[config.mk]
export PLATFORM = sky130hd
export DESIGN_NAME = sysctrl_irq_enable
export DESIGN_NICKNAME = d
export VERILOG_FILES = /design/src/include/sysctrl_irq_pkg.sv /design/src/logic/sticky_bits.sv /design/src/logic/axil_front.sv /design/src/logic/sysctrl_irq_enable.sv
export VERILOG_INCLUDE_DIRS = /design/src /design/src/include
export SDC_FILE = /design/constraint.sdc
export NUM_CORES = 1
export LEC_CHECK = 0
export ABC_AREA = 1
export BUFFER_PORTS_ARGS = -buffer_cell sky130_fd_sc_hd__buf_2
export CAP_MARGIN = 0
export CORE_MARGIN = 3
export CORE_UTILIZATION = 40
export CTS_CLUSTER_DIAMETER = 80
export CTS_CLUSTER_SIZE = 25
export DETAILED_ROUTE_END_ITERATION = 10
export PLACE_DENSITY_LB_ADDON = 0.12
export SYNTH_ARGS = -nofsm -noshare
export SYNTH_HDL_FRONTEND = slang
export SYNTH_HIERARCHICAL = 1
export SYNTH_SLANG_ARGS = --single-unit
[constraint.sdc]
create_clock -name i_clk -period 4.1 [get_ports i_clk]
set_input_delay 0.82 -clock i_clk [delete_from_list [all_inputs] [get_ports i_clk]]
set_output_delay 0.82 -clock i_clk [all_outputs]
set_load 0.01 [all_outputs]
[src/include/sysctrl_irq_cfg.svh]
// offsets, field positions, reset values and response codes of the interrupt-enable bank
`ifndef SYSCTRL_IRQ_CFG_SVH
`define SYSCTRL_IRQ_CFG_SVH

// ----------------------------------------
// register offsets (byte addresses)
// ----------------------------------------
`define IEN_OFF_CLEAR      12'h000
`define IEN_OFF_SET        12'h004
`define IEN_OFF_EVT_STATUS 12'h008
`define IEN_OFF_EVT_MASK   12'h00c

// ----------------------------------------
// enable bit positions
// ----------------------------------------
`define IEN_BIT_CRYSTAL_HF_READY  0
`define IEN_BIT_CRYSTAL32K_READY  1
`define IEN_BIT_RC32K_READY       2
`define IEN_BIT_RC8M_READY        3
`define IEN_BIT_FLL_READY         4
`define IEN_BIT_FLL_OUT_OF_BOUNDS 5
`define IEN_BIT_FLL_FINE_LOCK     6
`define IEN_BIT_FLL_COARSE_LOCK   7
`define IEN_BIT_FLL_REF_STOPPED   8
`define IEN_BIT_BROWNOUT_READY    9
`define IEN_BIT_BROWNOUT_DETECT   10
`define IEN_BIT_BROWNOUT_SYNC_RDY 11
`define IEN_BIT_PLL_LOCK_RISE     15
`define IEN_BIT_PLL_LOCK_FALL     16
`define IEN_BIT_PLL_LOCK_TIMEOUT  17

// ----------------------------------------
// widths, masks and reset values
// ----------------------------------------
`define IEN_WIDTH        18
`define IEN_IMPL_MASK    18'h38fff
`define IEN_RESET        18'h00000
`define EVT_STATUS_RESET 18'h00000
`define EVT_MASK_RESET   18'h00000

// ----------------------------------------
// bus response codes
// ----------------------------------------
`define AXI_RESP_OKAY   2'h0
`define AXI_RESP_SLVERR 2'h2
`define AXI_RESP_DECERR 2'h3

`endif

[src/include/sysctrl_irq_pkg.sv]
// types shared by the interrupt-enable bank
`include "sysctrl_irq_cfg.svh"
package sysctrl_irq_pkg;
  typedef logic [`IEN_WIDTH-1:0] ien_vec_t;
  typedef logic [1:0]            axi_resp_t;
  typedef enum logic [2:0] {
    SEL_CLEAR,
    SEL_SET,
    SEL_EVT_STATUS,
    SEL_EVT_MASK,
    SEL_NONE
  } reg_sel_e;
endpackage : sysctrl_irq_pkg

[src/logic/sticky_bits.sv]
// sticky event bits: rising edges of level inputs set, write-one clears
`timescale 1ns/1ps
module sticky_bits #(
  parameter int W = 18
) (
  input  wire logic         i_clk,
  input  wire logic         i_rstn,
  input  wire logic [W-1:0] i_level,
  input  wire logic [W-1:0] i_clear,
  output logic      [W-1:0] o_status
);
  logic [W-1:0] prev_q;
  logic [W-1:0] status_q;
  logic [W-1:0] status_d;
  wire  [W-1:0] rise = i_level & ~prev_q;

  // a rise in the clearing cycle wins, so no event is lost
  assign status_d = (status_q & ~i_clear) | rise;
  assign o_status = status_q;

  always_ff @(posedge i_clk or negedge i_rstn) begin
    if (!i_rstn) begin
      prev_q   <= '0;
      status_q <= '0;
    end else begin
      prev_q   <= i_level;
      status_q <= status_d;
    end
  end
endmodule : sticky_bits

[src/logic/axil_front.sv]
// axi4-lite slave handshake: one write and one read in flight
`timescale 1ns/1ps
module axil_front #(
  parameter int AW = 12
) (
  input  wire logic          i_clk,
  input  wire logic          i_rstn,
  input  wire logic [AW-1:0] i_awaddr,
  input  wire logic          i_awvalid,
  output logic               o_awready,
  input  wire logic [31:0]   i_wdata,
  input  wire logic [3:0]    i_wstrb,
  input  wire logic          i_wvalid,
  output logic               o_wready,
  output logic [1:0]         o_bresp,
  output logic               o_bvalid,
  input  wire logic          i_bready,
  input  wire logic [AW-1:0] i_araddr,
  input  wire logic          i_arvalid,
  output logic               o_arready,
  output logic [31:0]        o_rdata,
  output logic [1:0]         o_rresp,
  output logic               o_rvalid,
  input  wire logic          i_rready,
  output logic               o_wr_fire,
  output logic [AW-1:0]      o_wr_addr,
  output logic [31:0]        o_wr_data,
  output logic [3:0]         o_wr_strb,
  input  wire logic [1:0]    i_wr_resp,
  output logic [AW-1:0]      o_rd_addr,
  input  wire logic [31:0]   i_rd_data,
  input  wire logic [1:0]    i_rd_resp
);
  logic aw_full_q;
  logic w_full_q;
  logic ar_full_q;
  wire  aw_take = i_awvalid & o_awready;
  wire  w_take  = i_wvalid & o_wready;
  wire  ar_take = i_arvalid & o_arready;
  wire  b_done  = o_bvalid & i_bready;
  wire  r_done  = o_rvalid & i_rready;

  // address and data may come in either order; fire once both are held
  assign o_wr_fire = aw_full_q & w_full_q & ~o_bvalid;

  always_ff @(posedge i_clk or negedge i_rstn) begin
    if (!i_rstn) begin
      aw_full_q <= 1'b0;
      w_full_q  <= 1'b0;
      o_awready <= 1'b1;
      o_wready  <= 1'b1;
      o_bvalid  <= 1'b0;
      o_bresp   <= `AXI_RESP_OKAY;
      o_wr_addr <= '0;
      o_wr_data <= 32'h0;
      o_wr_strb <= 4'h0;
    end else begin
      if (aw_take) begin
        aw_full_q <= 1'b1;
        o_awready <= 1'b0;
        o_wr_addr <= i_awaddr;
      end
      if (w_take) begin
        w_full_q  <= 1'b1;
        o_wready  <= 1'b0;
        o_wr_data <= i_wdata;
        o_wr_strb <= i_wstrb;
      end
      if (o_wr_fire) begin
        aw_full_q <= 1'b0;
        w_full_q  <= 1'b0;
        o_bvalid  <= 1'b1;
        o_bresp   <= i_wr_resp;
      end
      if (b_done) begin
        o_bvalid  <= 1'b0;
        o_awready <= 1'b1;
        o_wready  <= 1'b1;
      end
    end
  end

  always_ff @(posedge i_clk or negedge i_rstn) begin
    if (!i_rstn) begin
      ar_full_q <= 1'b0;
      o_arready <= 1'b1;
      o_rvalid  <= 1'b0;
      o_rdata   <= 32'h0;
      o_rresp   <= `AXI_RESP_OKAY;
      o_rd_addr <= '0;
    end else begin
      if (ar_take) begin
        ar_full_q <= 1'b1;
        o_arready <= 1'b0;
        o_rd_addr <= i_araddr;
      end
      if (ar_full_q) begin
        ar_full_q <= 1'b0;
        o_rvalid  <= 1'b1;
        o_rdata   <= i_rd_data;
        o_rresp   <= i_rd_resp;
      end
      if (r_done) begin
        o_rvalid  <= 1'b0;
        o_arready <= 1'b1;
      end
    end
  end
endmodule : axil_front

[src/logic/sysctrl_irq_enable.sv]
// interrupt-enable clear/set register bank of the clock and supply controller
`timescale 1ns/1ps
// How it works
// - the bus takes single byte, halfword and word accesses to the 32-bit registers.
// - every byte lane and halfword of a register can be written and read on its own.
// - while the access guard unit protects the bank, enable writes are blocked.
// - a one written to an implemented bit of the clear register drops that enable.
// - a zero written to the clear register leaves the enable as it was.
// - set and clear registers share one enable vector and both read it back.
// - a source requests an interrupt on o_irq_req only in the cycle after its enable and its flag were both one.
// - bits 31:18 and 14:12 are read-only and read zero.
// - bit 0 gates crystal ready, bits 1 to 3 the 32k crystal, 32k rc and 8m rc ready.
// - bits 4 to 8 gate fll ready, out of bounds, fine lock, coarse lock, ref stopped.
// - bits 9 to 11 gate brown-out ready, detection and sync ready.
// - bits 15 to 17 gate pll lock rise, lock fall and lock timeout.
// - a one written to the set register at offset 0x04 raises that enable.
`include "sysctrl_irq_cfg.svh"
module sysctrl_irq_enable #(
  parameter int AW = 12
) (
  input  wire logic                  i_clk,
  input  wire logic                  i_rstn,
  // ----------------------------------------
  // axi4-lite slave
  // ----------------------------------------
  input  wire logic [AW-1:0]         i_awaddr,
  input  wire logic [2:0]            i_awprot,
  input  wire logic                  i_awvalid,
  output logic                       o_awready,
  input  wire logic [31:0]           i_wdata,
  input  wire logic [3:0]            i_wstrb,
  input  wire logic                  i_wvalid,
  output logic                       o_wready,
  output logic [1:0]                 o_bresp,
  output logic                       o_bvalid,
  input  wire logic                  i_bready,
  input  wire logic [AW-1:0]         i_araddr,
  input  wire logic [2:0]            i_arprot,
  input  wire logic                  i_arvalid,
  output logic                       o_arready,
  output logic [31:0]                o_rdata,
  output logic [1:0]                 o_rresp,
  output logic                       o_rvalid,
  input  wire logic                  i_rready,
  // ----------------------------------------
  // protection and interrupt sources
  // ----------------------------------------
  input  wire logic                  i_write_protect,
  input  wire logic [`IEN_WIDTH-1:0] i_irq_flag,
  // ----------------------------------------
  // interrupt outputs
  // ----------------------------------------
  output logic [`IEN_WIDTH-1:0]      o_irq_req,
  output logic                       o_irq,
  output logic                       o_evt_irq
);

  // ----------------------------------------
  // bus front end
  // ----------------------------------------
  logic                wr_fire;
  logic [AW-1:0]       wr_addr;
  logic [31:0]         wr_data;
  logic [3:0]          wr_strb;
  logic [AW-1:0]       rd_addr;
  sysctrl_irq_pkg::axi_resp_t wr_resp;
  sysctrl_irq_pkg::axi_resp_t rd_resp;
  logic [31:0]         rd_data;

  // prot carries no meaning here; the access guard unit decides protection
  axil_front #(
    .AW (AW)
  ) u_front (
    .i_clk     (i_clk),
    .i_rstn    (i_rstn),
    .i_awaddr  (i_awaddr),
    .i_awvalid (i_awvalid),
    .o_awready (o_awready),
    .i_wdata   (i_wdata),
    .i_wstrb   (i_wstrb),
    .i_wvalid  (i_wvalid),
    .o_wready  (o_wready),
    .o_bresp   (o_bresp),
    .o_bvalid  (o_bvalid),
    .i_bready  (i_bready),
    .i_araddr  (i_araddr),
    .i_arvalid (i_arvalid),
    .o_arready (o_arready),
    .o_rdata   (o_rdata),
    .o_rresp   (o_rresp),
    .o_rvalid  (o_rvalid),
    .i_rready  (i_rready),
    .o_wr_fire (wr_fire),
    .o_wr_addr (wr_addr),
    .o_wr_data (wr_data),
    .o_wr_strb (wr_strb),
    .i_wr_resp (wr_resp),
    .o_rd_addr (rd_addr),
    .i_rd_data (rd_data),
    .i_rd_resp (rd_resp)
  );

  // ----------------------------------------
  // address decode
  // ----------------------------------------
  // low two address bits are ignored: lanes are chosen by the strobes
  wire [AW-1:0] wr_word = {wr_addr[AW-1:2], 2'b00};
  wire [AW-1:0] rd_word = {rd_addr[AW-1:2], 2'b00};

  sysctrl_irq_pkg::reg_sel_e wr_sel;
  sysctrl_irq_pkg::reg_sel_e rd_sel;

  assign wr_sel =
    (wr_word == AW'(`IEN_OFF_CLEAR))      ? sysctrl_irq_pkg::SEL_CLEAR      :
    (wr_word == AW'(`IEN_OFF_SET))        ? sysctrl_irq_pkg::SEL_SET        :
    (wr_word == AW'(`IEN_OFF_EVT_STATUS)) ? sysctrl_irq_pkg::SEL_EVT_STATUS :
    (wr_word == AW'(`IEN_OFF_EVT_MASK))   ? sysctrl_irq_pkg::SEL_EVT_MASK   :
                                            sysctrl_irq_pkg::SEL_NONE;

  assign rd_sel =
    (rd_word == AW'(`IEN_OFF_CLEAR))      ? sysctrl_irq_pkg::SEL_CLEAR      :
    (rd_word == AW'(`IEN_OFF_SET))        ? sysctrl_irq_pkg::SEL_SET        :
    (rd_word == AW'(`IEN_OFF_EVT_STATUS)) ? sysctrl_irq_pkg::SEL_EVT_STATUS :
    (rd_word == AW'(`IEN_OFF_EVT_MASK))   ? sysctrl_irq_pkg::SEL_EVT_MASK   :
                                            sysctrl_irq_pkg::SEL_NONE;

  // ----------------------------------------
  // byte lanes
  // ----------------------------------------
  // one strobe per byte gives byte, halfword and word writes alike
  wire [31:0] lane_mask = {{8{wr_strb[3]}},
                           {8{wr_strb[2]}},
                           {8{wr_strb[1]}},
                           {8{wr_strb[0]}}};

  // reserved bits are dropped before they reach any register
  wire [`IEN_WIDTH-1:0] wr_bits =
    wr_data[`IEN_WIDTH-1:0] & lane_mask[`IEN_WIDTH-1:0] & `IEN_IMPL_MASK;

  // ----------------------------------------
  // write qualification
  // ----------------------------------------
  wire enable_target = (wr_sel == sysctrl_irq_pkg::SEL_CLEAR) ||
                       (wr_sel == sysctrl_irq_pkg::SEL_SET);
  wire blocked       = enable_target & i_write_protect;

  wire do_clear  = wr_fire & (wr_sel == sysctrl_irq_pkg::SEL_CLEAR) & ~i_write_protect;
  wire do_set    = wr_fire & (wr_sel == sysctrl_irq_pkg::SEL_SET) & ~i_write_protect;
  wire do_status = wr_fire & (wr_sel == sysctrl_irq_pkg::SEL_EVT_STATUS);
  wire do_mask   = wr_fire & (wr_sel == sysctrl_irq_pkg::SEL_EVT_MASK);

  // a refused write is answered with an error so software can see it
  assign wr_resp = (wr_sel == sysctrl_irq_pkg::SEL_NONE) ? `AXI_RESP_DECERR :
                   blocked                               ? `AXI_RESP_SLVERR :
                                                           `AXI_RESP_OKAY;

  // ----------------------------------------
  // shared enable vector
  // ----------------------------------------
  // one vector behind both addresses keeps set and clear coherent
  logic [`IEN_WIDTH-1:0] ien_q;                                             
  logic [`IEN_WIDTH-1:0] ien_d;

  wire [`IEN_WIDTH-1:0] clr_bits = do_clear ? wr_bits : '0;
  wire [`IEN_WIDTH-1:0] set_bits = do_set   ? wr_bits : '0;

  assign ien_d = (ien_q & ~clr_bits) | set_bits;

  always_ff @(posedge i_clk or negedge i_rstn) begin
    if (!i_rstn) begin
      ien_q <= `IEN_RESET;
    end else begin
      ien_q <= ien_d;
    end
  end

  // ----------------------------------------
  // named enables
  // ----------------------------------------
  wire crystal_hf_ready_ie     = ien_q[`IEN_BIT_CRYSTAL_HF_READY];
  wire crystal32k_ready_ie     = ien_q[`IEN_BIT_CRYSTAL32K_READY];
  wire rc32k_ready_ie          = ien_q[`IEN_BIT_RC32K_READY];
  wire rc8m_ready_ie           = ien_q[`IEN_BIT_RC8M_READY];
  wire fll_ready_ie            = ien_q[`IEN_BIT_FLL_READY];
  wire fll_out_of_bounds_ie    = ien_q[`IEN_BIT_FLL_OUT_OF_BOUNDS];
  wire fll_fine_lock_ie        = ien_q[`IEN_BIT_FLL_FINE_LOCK];
  wire fll_coarse_lock_ie      = ien_q[`IEN_BIT_FLL_COARSE_LOCK];
  wire fll_ref_stopped_ie      = ien_q[`IEN_BIT_FLL_REF_STOPPED];
  wire brownout_ready_ie       = ien_q[`IEN_BIT_BROWNOUT_READY];
  wire brownout_detect_ie      = ien_q[`IEN_BIT_BROWNOUT_DETECT];
  wire brownout_sync_ready_ie  = ien_q[`IEN_BIT_BROWNOUT_SYNC_RDY];
  wire pll_lock_rise_ie        = ien_q[`IEN_BIT_PLL_LOCK_RISE];
  wire pll_lock_fall_ie        = ien_q[`IEN_BIT_PLL_LOCK_FALL];
  wire pll_lock_timeout_ie     = ien_q[`IEN_BIT_PLL_LOCK_TIMEOUT];

  // reassembled in bit order; reserved middle bits stay zero
  wire [`IEN_WIDTH-1:0] gate_vec = {pll_lock_timeout_ie,
                                    pll_lock_fall_ie,
                                    pll_lock_rise_ie,
                                    3'b000,
                                    brownout_sync_ready_ie,
                                    brownout_detect_ie,
                                    brownout_ready_ie,
                                    fll_ref_stopped_ie,
                                    fll_coarse_lock_ie,
                                    fll_fine_lock_ie,
                                    fll_out_of_bounds_ie,
                                    fll_ready_ie,
                                    rc8m_ready_ie,
                                    rc32k_ready_ie,
                                    crystal32k_ready_ie,
                                    crystal_hf_ready_ie};

  // ----------------------------------------
  // event status and mask
  // ----------------------------------------
  logic [`IEN_WIDTH-1:0] evt_status;
  logic [`IEN_WIDTH-1:0] evt_mask_q;

  wire [`IEN_WIDTH-1:0] evt_clear = do_status ? wr_bits : '0;

  sticky_bits #(
    .W (`IEN_WIDTH)
  ) u_events (
    .i_clk    (i_clk),
    .i_rstn   (i_rstn),
    .i_level  (i_irq_flag & `IEN_IMPL_MASK),
    .i_clear  (evt_clear),
    .o_status (evt_status)
  );

  // lanes that were not strobed keep their old mask bits
  wire [`IEN_WIDTH-1:0] mask_lanes = lane_mask[`IEN_WIDTH-1:0] & `IEN_IMPL_MASK;

  always_ff @(posedge i_clk or negedge i_rstn) begin
    if (!i_rstn) begin
      evt_mask_q <= `EVT_MASK_RESET;
    end else if (do_mask) begin
      evt_mask_q <= (evt_mask_q & ~mask_lanes) | wr_bits;
    end
  end

  // ----------------------------------------
  // read mux
  // ----------------------------------------
  logic [`IEN_WIDTH-1:0] rd_bits;

  assign rd_bits =
    ((rd_sel == sysctrl_irq_pkg::SEL_CLEAR) ||
     (rd_sel == sysctrl_irq_pkg::SEL_SET))     ? ien_q      :
    (rd_sel == sysctrl_irq_pkg::SEL_EVT_STATUS) ? evt_status :
    (rd_sel == sysctrl_irq_pkg::SEL_EVT_MASK)   ? evt_mask_q :
                                                  '0;

  // the full word is returned; the master picks the lanes it asked for
  assign rd_data = {{(32-`IEN_WIDTH){1'b0}}, rd_bits & `IEN_IMPL_MASK};

  assign rd_resp = (rd_sel == sysctrl_irq_pkg::SEL_NONE) ? `AXI_RESP_DECERR :
                                                           `AXI_RESP_OKAY;

  // ----------------------------------------
  // interrupt requests
  // ----------------------------------------
  // registered outputs cost one cycle of latency on every request
  wire [`IEN_WIDTH-1:0] req_d   = gate_vec & i_irq_flag;
  wire                  irq_d   = |req_d;
  wire                  evt_d   = |(evt_status & evt_mask_q);

  always_ff @(posedge i_clk or negedge i_rstn) begin
    if (!i_rstn) begin
      o_irq_req <= '0;
      o_irq     <= 1'b0;
      o_evt_irq <= 1'b0;
    end else begin
      o_irq_req <= req_d;
      o_irq     <= irq_d;
      o_evt_irq <= evt_d;
    end
  end

endmodule : sysctrl_irq_enable

==> results of run 1 <==
-- area by class of cell --
cell class                 instances  share of cell area (%)
multi-input combinational        535                    28.7
clock inverter                     9                    1.63
timing repair buffer             123                    7.87
sequential                       159                    48.5
clock buffer                      23                    5.70
inverter                          93                    4.28
tap                              220                    3.35
-- state kept, by name, summed over array words and instances (netlist names), 2 cells and up, named ones only --
name               cells
u_front/o_wr_addr     10
u_front/o_wr_data     15
u_front/o_rd_addr     10
u_events/o_status     15
ien_q                 15
u_front/o_rdata       32
u_front/o_rresp        2
u_front/o_wr_strb      3
u_front/o_bresp        2
u_events/prev_q       15
o_irq_req             15
-- path summary, 6_finish.rpt --
path                                                        from                                to  slack (ns)  depth (start not counted)
worst max register to register  u_front/o_rd_addr[7]$_DFFE_PN0P_   u_front/o_rdata[17]$_DFFE_PN0P_        1.70                         10
max in group asynchronous                                 i_rstn     u_events/prev_q[10]$_DFF_PN0_        2.79                          2
worst min register to register    u_front/o_rdata[7]$_DFFE_PN0P_    u_front/o_rdata[7]$_DFFE_PN0P_        0.46                          2
worst min-delay path                                      i_rstn  u_front/o_rd_addr[5]$_DFFE_PN0P_        0.45                          1
min in group i_clk                u_front/o_rdata[7]$_DFFE_PN0P_    u_front/o_rdata[7]$_DFFE_PN0P_        0.46                          2
worst max-delay path            u_front/o_rd_addr[7]$_DFFE_PN0P_   u_front/o_rdata[17]$_DFFE_PN0P_        1.70                         10
-- metal layers --
layer / GRT usage, % / vias up / part of all wire [%]
li1: - / 2743 / -
met1: 25.4 / 2419 / 51
met2: 25.2 / 135 / 44
met3: 3.56 / 16 / 4.3
met4: 5.51 / 0 / 1.3
met5: 0 / - / 0
-- worst max-delay path, stage by stage, from the launching register on --
cell	delay, ns
sky130_fd_sc_hd__dfrtp_1	0.38
sky130_fd_sc_hd__nor2_1	0.11
sky130_fd_sc_hd__nand2_1	0.07
sky130_fd_sc_hd__nor2_2	0.09
sky130_fd_sc_hd__buf_4	0.30
sky130_fd_sc_hd__nand2_1	0.62
sky130_fd_sc_hd__or2_0	0.43
sky130_fd_sc_hd__nand2_1	0.11
sky130_fd_sc_hd__inv_1	0.05
sky130_fd_sc_hd__nand2_1	0.06
sky130_fd_sc_hd__nand2_1	0.06
-- power groups by stage --
stage	clock network [uW]	logic, uW	registers [uW]
global placement	0	1120	2300
finish	1610	1130	2290
CTS	1650	1150	2290
floorplan	0	804	2270
detailed placement	0	1140	2320
global route	1710	1310	2360
-- metrics by stage --
| step | std cells | cell area [um2] |
|---|---|---|
| 2_1_floorplan | 831 | 7050 |
| 3_3_place_gp | 1130 | 7610 |
| 3_5_place_dp | 1130 | 7610 |
| 4_1_cts | 1162 | 8220 |
| 5_1_grt | 1162 | 8220 |
| 6_report | 1162 | 8220 |
==> results.sh, run 1 <==
export IMPL_share_comb_of_total_power_pct=22.4
export IMPL_vdd_ir_drop_max_mv=0.308
export IMPL_final_hold_worst_slack_ns=0.448
export IMPL_synthesis_area_per_instance_um2=8.60
export IMPL_finish_net_count=1021
export IMPL_detailed_route_drc_error_count=0
export IMPL_cellPowerDensity_nw_per_um2=612
export IMPL_count_of_mapped_cells_out_of_synthesis=812
export IMPL_cts_buffers=17
export IMPL_wirelength_um=15700
export IMPL_antenna_cells=0
export IMPL_htree_num_levels=4
export IMPL_critical_path_arrival_ns=2.72
export IMPL_clk_insertion_delay_late_ns=0.42
export IMPL_fraction_of_final_layout_cells_sized_beyond_drive_strength_1_pct=17.5
export IMPL_synth_area_um2=6980
export IMPL_floorplan_io_pins=153
export IMPL_count_of_pins_over_their_slew_limit=0
export IMPL_fp_row_count=47
export IMPL_cts_resized=0
export IMPL_post_drt_via_cell_ratio=4.57
export IMPL_initial_core_util_pct=41.5
export IMPL_yosys_warnings=6
export IMPL_clock_sinks=159
export IMPL_area_growth_syn_to_layout_pct=17.7
export IMPL_cts_max_path_buffers=2
export IMPL_grt_max_degree=89
export IMPL_detailedPlacementHpwl_um=10900
export IMPL_netSwitchingPower_uw=1680
export IMPL_via_count=5313
export IMPL_overflow=0
export IMPL_grt_pass1_vias=5157
export IMPL_routedWlPerCell_um=13.5
export IMPL_final_setup_skew_ns=0.00919
export IMPL_status="complete, no violations"
export IMPL_die_area_um2=19100
export IMPL_clock_tree_root_cell="sky130_fd_sc_hd__clkbuf_16"
export IMPL_leakage_power_uw=0.00459
export IMPL_switching_power_as_a_share_of_total_power_pct=33.4
export IMPL_power_frac_seq_pct=45.6
export IMPL_clock_power_share_pct=32.0
export IMPL_critical_path_class="reg2reg"
export IMPL_grt_antenna_before_repair=0
export IMPL_hold_viol_final=0
export IMPL_place_worst_setup_slack_ns=1.70
export IMPL_fillerInstances=1736
export IMPL_cts_tree="built"
export IMPL_transition_time_of_the_tightest_slew_check_pin_ns=0.937
export IMPL_cts_repair_timing_setup_buffer_count=0
export IMPL_period_share_pct=58.6
export IMPL_layout_commonest_cell="sky130_fd_sc_hd__nand2_1"
export IMPL_multiInputGateArea_um2=2360
export IMPL_layout_common_cells="sky130_fd_sc_hd__nand2_1, sky130_fd_sc_hd__dfrtp_1, sky130_fd_sc_hd__buf_2"
export IMPL_crit_path_end_kind="flop"
export IMPL_hold_buffers=0
export IMPL_rsz0062_at_grt="false"
export IMPL_first_pass_iters=5
export IMPL_timing_critical_path_fanout_max=32
export IMPL_fin_util_pct=48.9
export IMPL_gp_congestion=0.780
export IMPL_totalNegativeSetupSlack_ns=0
export IMPL_final_period_minus_worst_setup_slack_ns=2.40
export IMPL_core_area_um2=16800
export IMPL_min_path_type="in2async"
export IMPL_die_width_um=138
export IMPL_initialDrtViolationCount=306
export IMPL_worst_endpoint_required_ns=4.41
export IMPL_internal_power_uw=3350
export IMPL_timing_slew_headroom_pct=37.4
export IMPL_final_seq_area_um2=3980
export IMPL_fmax_mhz=416
export IMPL_setup_violations_final=0
export IMPL_max_cap_violations=0
export IMPL_chipHeight_um=138
export IMPL_clkTransAtPathRegs_ns=0.06
export IMPL_totalPowerFinal_uw=5020
export IMPL_startpoint_type="flop"
export IMPL_antenna_violating_nets_post_route=0
export IMPL_place_port_buffers=118
export IMPL_finalWorstSetupSlack_ns=1.70
export IMPL_global_route_usage_total_pct=17.1
export IMPL_wire_length_of_the_first_global_routing_pass_um=26700
Note: power is estimated with default switching activity, not from simulation.
==> inputs of run 2 (changes only) <==
==> constraint.sdc (replaced) <==
create_clock -name i_clk -period 2.1 [get_ports i_clk]
set_input_delay 0.42 -clock i_clk [delete_from_list [all_inputs] [get_ports i_clk]]
set_output_delay 0.42 -clock i_clk [all_outputs]
set_load 0.01 [all_outputs]
==> run 2 against run 1 <==
  * Total power increased by 94%
  * Non-clock buffer count is 12 higher
  * Global-route usage fell by 0.059 points
  * Clock skew shrank 0.0012 ns
  * Clock-buffer cell count decreased by 2
  * Register-to-register slack got worse by 1.3 ns
  * Critical path type is now reg2out
  * Hold slack worse by 0.33 ns
  * Cell count rose by 0.95%
  * Highest routed layer unchanged
  * Routed wire length is 0.60% higher
  * Design area up 0.94%
==> results.sh, run 2 (synthesized netlist as in run 1, its figures left out) <==
export IMPL_status="complete, no violations"
export IMPL_beginning_of_the_worst_register_to_register_path="u_front/o_bvalid$_DFFE_PN0P_"
export IMPL_grt_antenna_before_repair=0
export IMPL_leakage_power_uw=0.00463
export IMPL_overflow=0
export IMPL_detailedPlacementHpwl_um=11100
export IMPL_cts_tree="built"
export IMPL_count_of_pins_over_their_slew_limit=0
export IMPL_timing_critical_path_fanout_max=21
export IMPL_clkTransAtPathRegs_ns=0.06
export IMPL_fmax_mhz=562
export IMPL_largest_reg_flops=32
export IMPL_detailed_route_drc_error_count=0
export IMPL_area_growth_syn_to_layout_pct=18.8
export IMPL_clk_insertion_delay_late_ns=0.43
export IMPL_final_hold_worst_slack_ns=0.122
export IMPL_startpoint_type="flop"
export IMPL_grt_pass1_vias=5146
export IMPL_rsz0062_at_grt="false"
export IMPL_crit_path_end_kind="output pin"
export IMPL_die_width_um=138
export IMPL_gp_congestion=0.775
export IMPL_global_route_usage_total_pct=17.0
export IMPL_place_port_buffers=118
export IMPL_wire_length_of_the_first_global_routing_pass_um=26400
export IMPL_largest_register="u_front/o_rdata"
export IMPL_timing_rr_end="ien_q[17]$_DFF_PN0_"
export IMPL_wirelength_um=15800
export IMPL_hold_viol_final=0
export IMPL_totalPowerFinal_uw=9720
export IMPL_cts_max_path_buffers=2
export IMPL_critical_path_cell_count=1
export IMPL_critical_path_class="reg2out"
export IMPL_fraction_of_final_layout_cells_sized_beyond_drive_strength_1_pct=18.6
export IMPL_critical_path_arrival_ns=1.36
export IMPL_layout_common_cells="sky130_fd_sc_hd__nand2_1, sky130_fd_sc_hd__dfrtp_1, sky130_fd_sc_hd__buf_2"
export IMPL_final_period_minus_worst_setup_slack_ns=1.78
export IMPL_initialDrtViolationCount=264
export IMPL_min_path_type="in2reg"
export IMPL_stdcell_area_um2=8290
export IMPL_routedWlPerCell_um=13.4
export IMPL_transition_time_of_the_tightest_slew_check_pin_ns=0.579
export IMPL_period_share_pct=84.7
export IMPL_first_pass_iters=5
export IMPL_max_cap_violations=0
export IMPL_fp_row_count=47
export IMPL_floorplan_io_pins=153
export IMPL_clock_sinks=159
export IMPL_post_drt_via_cell_ratio=4.57
export IMPL_critical_path_max_stage_delay_ns=0.73
export IMPL_worst_endpoint_required_ns=1.68
export IMPL_vdd_ir_drop_max_mv=0.625
export IMPL_fin_util_pct=49.3
export IMPL_timing_reg2reg_setup_slack_ns=0.37
export IMPL_htree_num_levels=4
export IMPL_antenna_cells=0
export IMPL_chipHeight_um=138
export IMPL_antenna_violating_nets_post_route=0
export IMPL_cp_endpoint="o_wready"
export IMPL_placed_cell_area_um2=7710
export IMPL_final_setup_skew_ns=0.00794
export IMPL_cts_buffers=17
export IMPL_finish_net_count=1033
export IMPL_cp_buffers_inverters=1
export IMPL_via_count=5361
export IMPL_critical_path_top_delay_family="flip-flops"
export IMPL_totalNegativeSetupSlack_ns=0
export IMPL_die_area_um2=19100
export IMPL_clock_tree_root_cell="sky130_fd_sc_hd__clkbuf_16"
export IMPL_cts_resized=0
export IMPL_crit_startpoint="u_front/o_wready$_DFFE_PN1P_"
export IMPL_layout_commonest_cell="sky130_fd_sc_hd__nand2_1"
export IMPL_ff2ff_path_depth=8
export IMPL_timing_critical_path_cells="buf_2"
export IMPL_critical_path_slowest_cell="sky130_fd_sc_hd__dfstp_2"
export IMPL_grt_max_degree=52
export IMPL_timing_slew_headroom_pct=61.3
export IMPL_cellPowerDensity_nw_per_um2=1170
export IMPL_core_area_um2=16800
export IMPL_setup_violations_final=0
export IMPL_initial_core_util_pct=41.5
==> run 2: cell types whose count changed in the layout (fill, tap and decap cells not counted) <==
cell	previous run	this run
sky130_fd_sc_hd__clkinvlp_4	1	4
sky130_fd_sc_hd__bufinv_16	3	2
sky130_fd_sc_hd__dlygate4sd3_1	0	1
sky130_fd_sc_hd__clkinv_2	2	3
sky130_fd_sc_hd__buf_12	1	2
sky130_fd_sc_hd__clkbuf_1	4	2
sky130_fd_sc_hd__buf_4	4	14
sky130_fd_sc_hd__clkinv_4	3	1
==> run 2: per-layer routing <==
metal	track usage (%)	part of all wire [%]
met3	4.11	4.6
met4	5.10	1.3
met5	0	0
met2	25.7	45
met1	24.5	49
==> run 2: where the power goes <==
group          leakage, uW  internal (uW)  switching, uW
combinational      0.00237            829           1490
sequential         0.00199           3820            591
clock             0.000271           1800           1200
total              0.00463           6450           3280
==> run 2: area by class of cell <==
class                      instances  area (um2)
inverter                          93         352
clock buffer                      21         460
clock inverter                    10         114
tap                              220         275
multi-input combinational        535        2360
fill                            1719        8520
timing repair buffer             135         752
sequential                       159        3980
==> run 2: worst min path at each step <==
| stage | from | end | slack [ns] | cells after the start |
|---|---|---|---|---|
| after global routing | i_irq_flag[2] | u_events/prev_q[2]$_DFF_PN0_ | 0.11 | 1 |
| after CTS | i_irq_flag[2] | u_events/prev_q[2]$_DFF_PN0_ | 0.11 | 1 |
| after floorplan | i_rstn | asynchronous set/reset pin | 0.12 | 0 |
| after global placement | i_rstn | u_front/o_rd_addr[5]$_DFFE_PN0P_ | 0.40 | 1 |
| after detailed placement | i_rstn | u_front/o_rd_addr[5]$_DFFE_PN0P_ | 0.41 | 1 |
| final | i_irq_flag[2] | u_events/prev_q[2]$_DFF_PN0_ | 0.12 | 1 |
==> run 2: repair_timing <==
item,CTS,global route
setup endpoints to repair,0,0
buffers inserted,0,0
hold buffers,1,0
hold endpoints to repair,43,0
==> run 2: metrics by stage <==
stage	instances	setup slack, ns
after floorplan	831	0.496
after global placement	1141	0.434
after detailed placement	1141	0.393
after CTS	1173	0.302
after global routing	1173	0.160
final	1173	0.321
==> inputs of run 3 (changes only) <==
==> constraint.sdc (replaced) <==
create_clock -name i_clk -period 1.8 [get_ports i_clk]
set_input_delay 0.36 -clock i_clk [delete_from_list [all_inputs] [get_ports i_clk]]
set_output_delay 0.36 -clock i_clk [all_outputs]
set_load 0.01 [all_outputs]
==> run 3 against run 2 <==
  * Total power increased by 18%
  * Register-to-register slack got worse by 0.19 ns
  * Core utilization increased by 0.46 points
  * Clock skew increased by 0.0033 ns
  * Critical path depth unchanged
  * Largest power group unchanged
==> results.sh, run 3 (synthesized netlist as in run 1, its figures left out) <==
export IMPL_wire_length_of_the_first_global_routing_pass_um=26800
export IMPL_initial_core_util_pct=41.5
export IMPL_vdd_ir_drop_max_mv=0.706
export IMPL_count_of_pins_over_their_slew_limit=0
export IMPL_largest_register="u_front/o_rdata"
export IMPL_finalWorstSetupSlack_ns=0.178
export IMPL_cp_endpoint="o_awready"
export IMPL_beginning_of_the_worst_register_to_register_path="u_front/o_rd_addr[9]$_DFFE_PN0P_"
export IMPL_cts_buffers=17
export IMPL_core_area_um2=16800
export IMPL_timing_reg2reg_setup_slack_ns=0.18
export IMPL_setup_violations_final=0
export IMPL_clock_tree_root_cell="sky130_fd_sc_hd__clkbuf_16"
export IMPL_grt_pass1_vias=5231
export IMPL_critical_path_cell_count=1
export IMPL_crit_path_end_kind="output pin"
export IMPL_chipHeight_um=138
export IMPL_layout_common_cells="sky130_fd_sc_hd__nand2_1, sky130_fd_sc_hd__dfrtp_1, sky130_fd_sc_hd__buf_2"
export IMPL_fmax_mhz=617
export IMPL_via_count=5296
export IMPL_hold_viol_final=0
export IMPL_crit_startpoint="u_front/o_awready$_DFFE_PN1P_"
export IMPL_rsz0062_at_grt="false"
export IMPL_cellPowerDensity_nw_per_um2=1370
export IMPL_post_drt_via_cell_ratio=4.50
export IMPL_cp_buffers_inverters=1
export IMPL_place_port_buffers=118
export IMPL_antenna_cells=0
export IMPL_clk_insertion_delay_late_ns=0.42
export IMPL_layout_commonest_cell="sky130_fd_sc_hd__nand2_1"
export IMPL_detailedPlacementHpwl_um=11200
export IMPL_leakage_power_uw=0.00467
export IMPL_htree_num_levels=4
export IMPL_clkTransAtPathRegs_ns=0.06
export IMPL_initialDrtViolationCount=315
export IMPL_area_growth_syn_to_layout_pct=19.9
export IMPL_routedWlPerCell_um=13.5
export IMPL_global_route_usage_total_pct=17.3
export IMPL_fp_row_count=47
export IMPL_first_pass_iters=4
export IMPL_timing_critical_path_cells="buf_2"
export IMPL_place_worst_setup_slack_ns=0.182
export IMPL_antenna_violating_nets_post_route=0
export IMPL_min_path_type="in2reg"
export IMPL_fraction_of_final_layout_cells_sized_beyond_drive_strength_1_pct=18.9
export IMPL_clock_sinks=159
export IMPL_die_width_um=138
export IMPL_grt_antenna_before_repair=0
export IMPL_max_cap_violations=0
export IMPL_grt_max_degree=48
export IMPL_detailed_route_drc_error_count=0
export IMPL_timing_rr_end="u_front/o_rdata[10]$_DFFE_PN0P_"
export IMPL_gp_congestion=0.779
export IMPL_critical_path_arrival_ns=1.26
export IMPL_ff2ff_path_depth=10
export IMPL_status="complete, no violations"
export IMPL_largest_reg_flops=32
export IMPL_critical_path_slowest_cell="sky130_fd_sc_hd__dfstp_2"
export IMPL_floorplan_io_pins=153
export IMPL_critical_path_top_delay_family="flip-flops"
export IMPL_cts_tree="built"
export IMPL_timing_critical_path_fanout_max=13
export IMPL_worst_endpoint_required_ns=1.44
export IMPL_cts_max_path_buffers=2
export IMPL_overflow=0
export IMPL_critical_path_max_stage_delay_ns=0.66
export IMPL_critical_path_class="reg2out"
export IMPL_finish_net_count=1038
export IMPL_final_period_minus_worst_setup_slack_ns=1.62
export IMPL_final_setup_skew_ns=0.0112
export IMPL_wirelength_um=15900
export IMPL_startpoint_type="flop"
export IMPL_totalNegativeSetupSlack_ns=0
export IMPL_cts_repair_timing_setup_buffer_count=0
export IMPL_period_share_pct=90.1
export IMPL_die_area_um2=19100
==> run 3: cell count changes in the layout (fill, tap and decap cells not counted) <==
cell / before / now
sky130_fd_sc_hd__o21ai_1: 32 / 33
sky130_fd_sc_hd__bufinv_16: 2 / 3
sky130_fd_sc_hd__buf_4: 14 / 16
sky130_fd_sc_hd__buf_12: 2 / 5
sky130_fd_sc_hd__clkbuf_8: 2 / 0
sky130_fd_sc_hd__o21ai_0: 18 / 17
==> run 3: area by class of cell <==
class,instances,area (um2)
Fill cell,1658,8450
Sequential cell,159,3980
Multi-Input combinational cell,535,2360
Timing Repair Buffer,140,827
Clock buffer,19,433
Inverter,93,352
Tap cell,220,275
Clock inverter,11,144
==> run 3: report_power, final <==
part           internal, uW  switching (uW)
sequential             4450             642
clock                  2160            1400
combinational          1010            1800
==> run 3: metrics by stage <==
stage | cells | instance area [um2] | utilization (%) | hold WS, ns | total power (uW)
floorplan | 831 | 7050 | - | 0.0644 | 6990
CTS | 1177 | 8370 | 49.8 | 0.0488 | 11600
global route | 1177 | 8370 | 49.8 | 0.0504 | 12300
global placement | 1146 | 7780 | 46.3 | 0.335 | 7930
detailed placement | 1146 | 7780 | 46.3 | 0.341 | 8010
finish | 1177 | 8370 | 49.8 | 0.0674 | 11500
==> run 3: how the worst min path moves through the flow <==
| stage | from | to | cells after the start |
|---|---|---|---|
| 2_1_floorplan | i_rstn | asynchronous set/reset pin | 0 |
| 3_3_place_gp | i_rstn | u_front/o_rd_addr[11]$_DFFE_PN0P_ | 1 |
| 3_5_place_dp | i_rstn | u_front/o_rd_addr[5]$_DFFE_PN0P_ | 1 |
| 4_1_cts | i_irq_flag[6] | u_events/prev_q[6]$_DFF_PN0_ | 1 |
| 5_1_grt | i_irq_flag[6] | u_events/prev_q[6]$_DFF_PN0_ | 1 |
| 6_report | i_irq_flag[6] | u_events/prev_q[6]$_DFF_PN0_ | 1 |
==> run 3: timing repair <==
action	in CTS	in global routing
resized for setup	0	1
setup endpoints to repair	0	1
endpoints found under the hold margin	40	0
hold buffers	1	0
==> run 3: per-layer routing <==
metal	wire, um	part of all wire [%]	global-route usage (%)	vias up
met5	0	0	0	-
met1	7880	50	24.8	2369
li1	-	-	-	2790
met4	219	1.4	5.15	0
met2	7150	45	26.8	122
met3	654	4.1	3.63	15
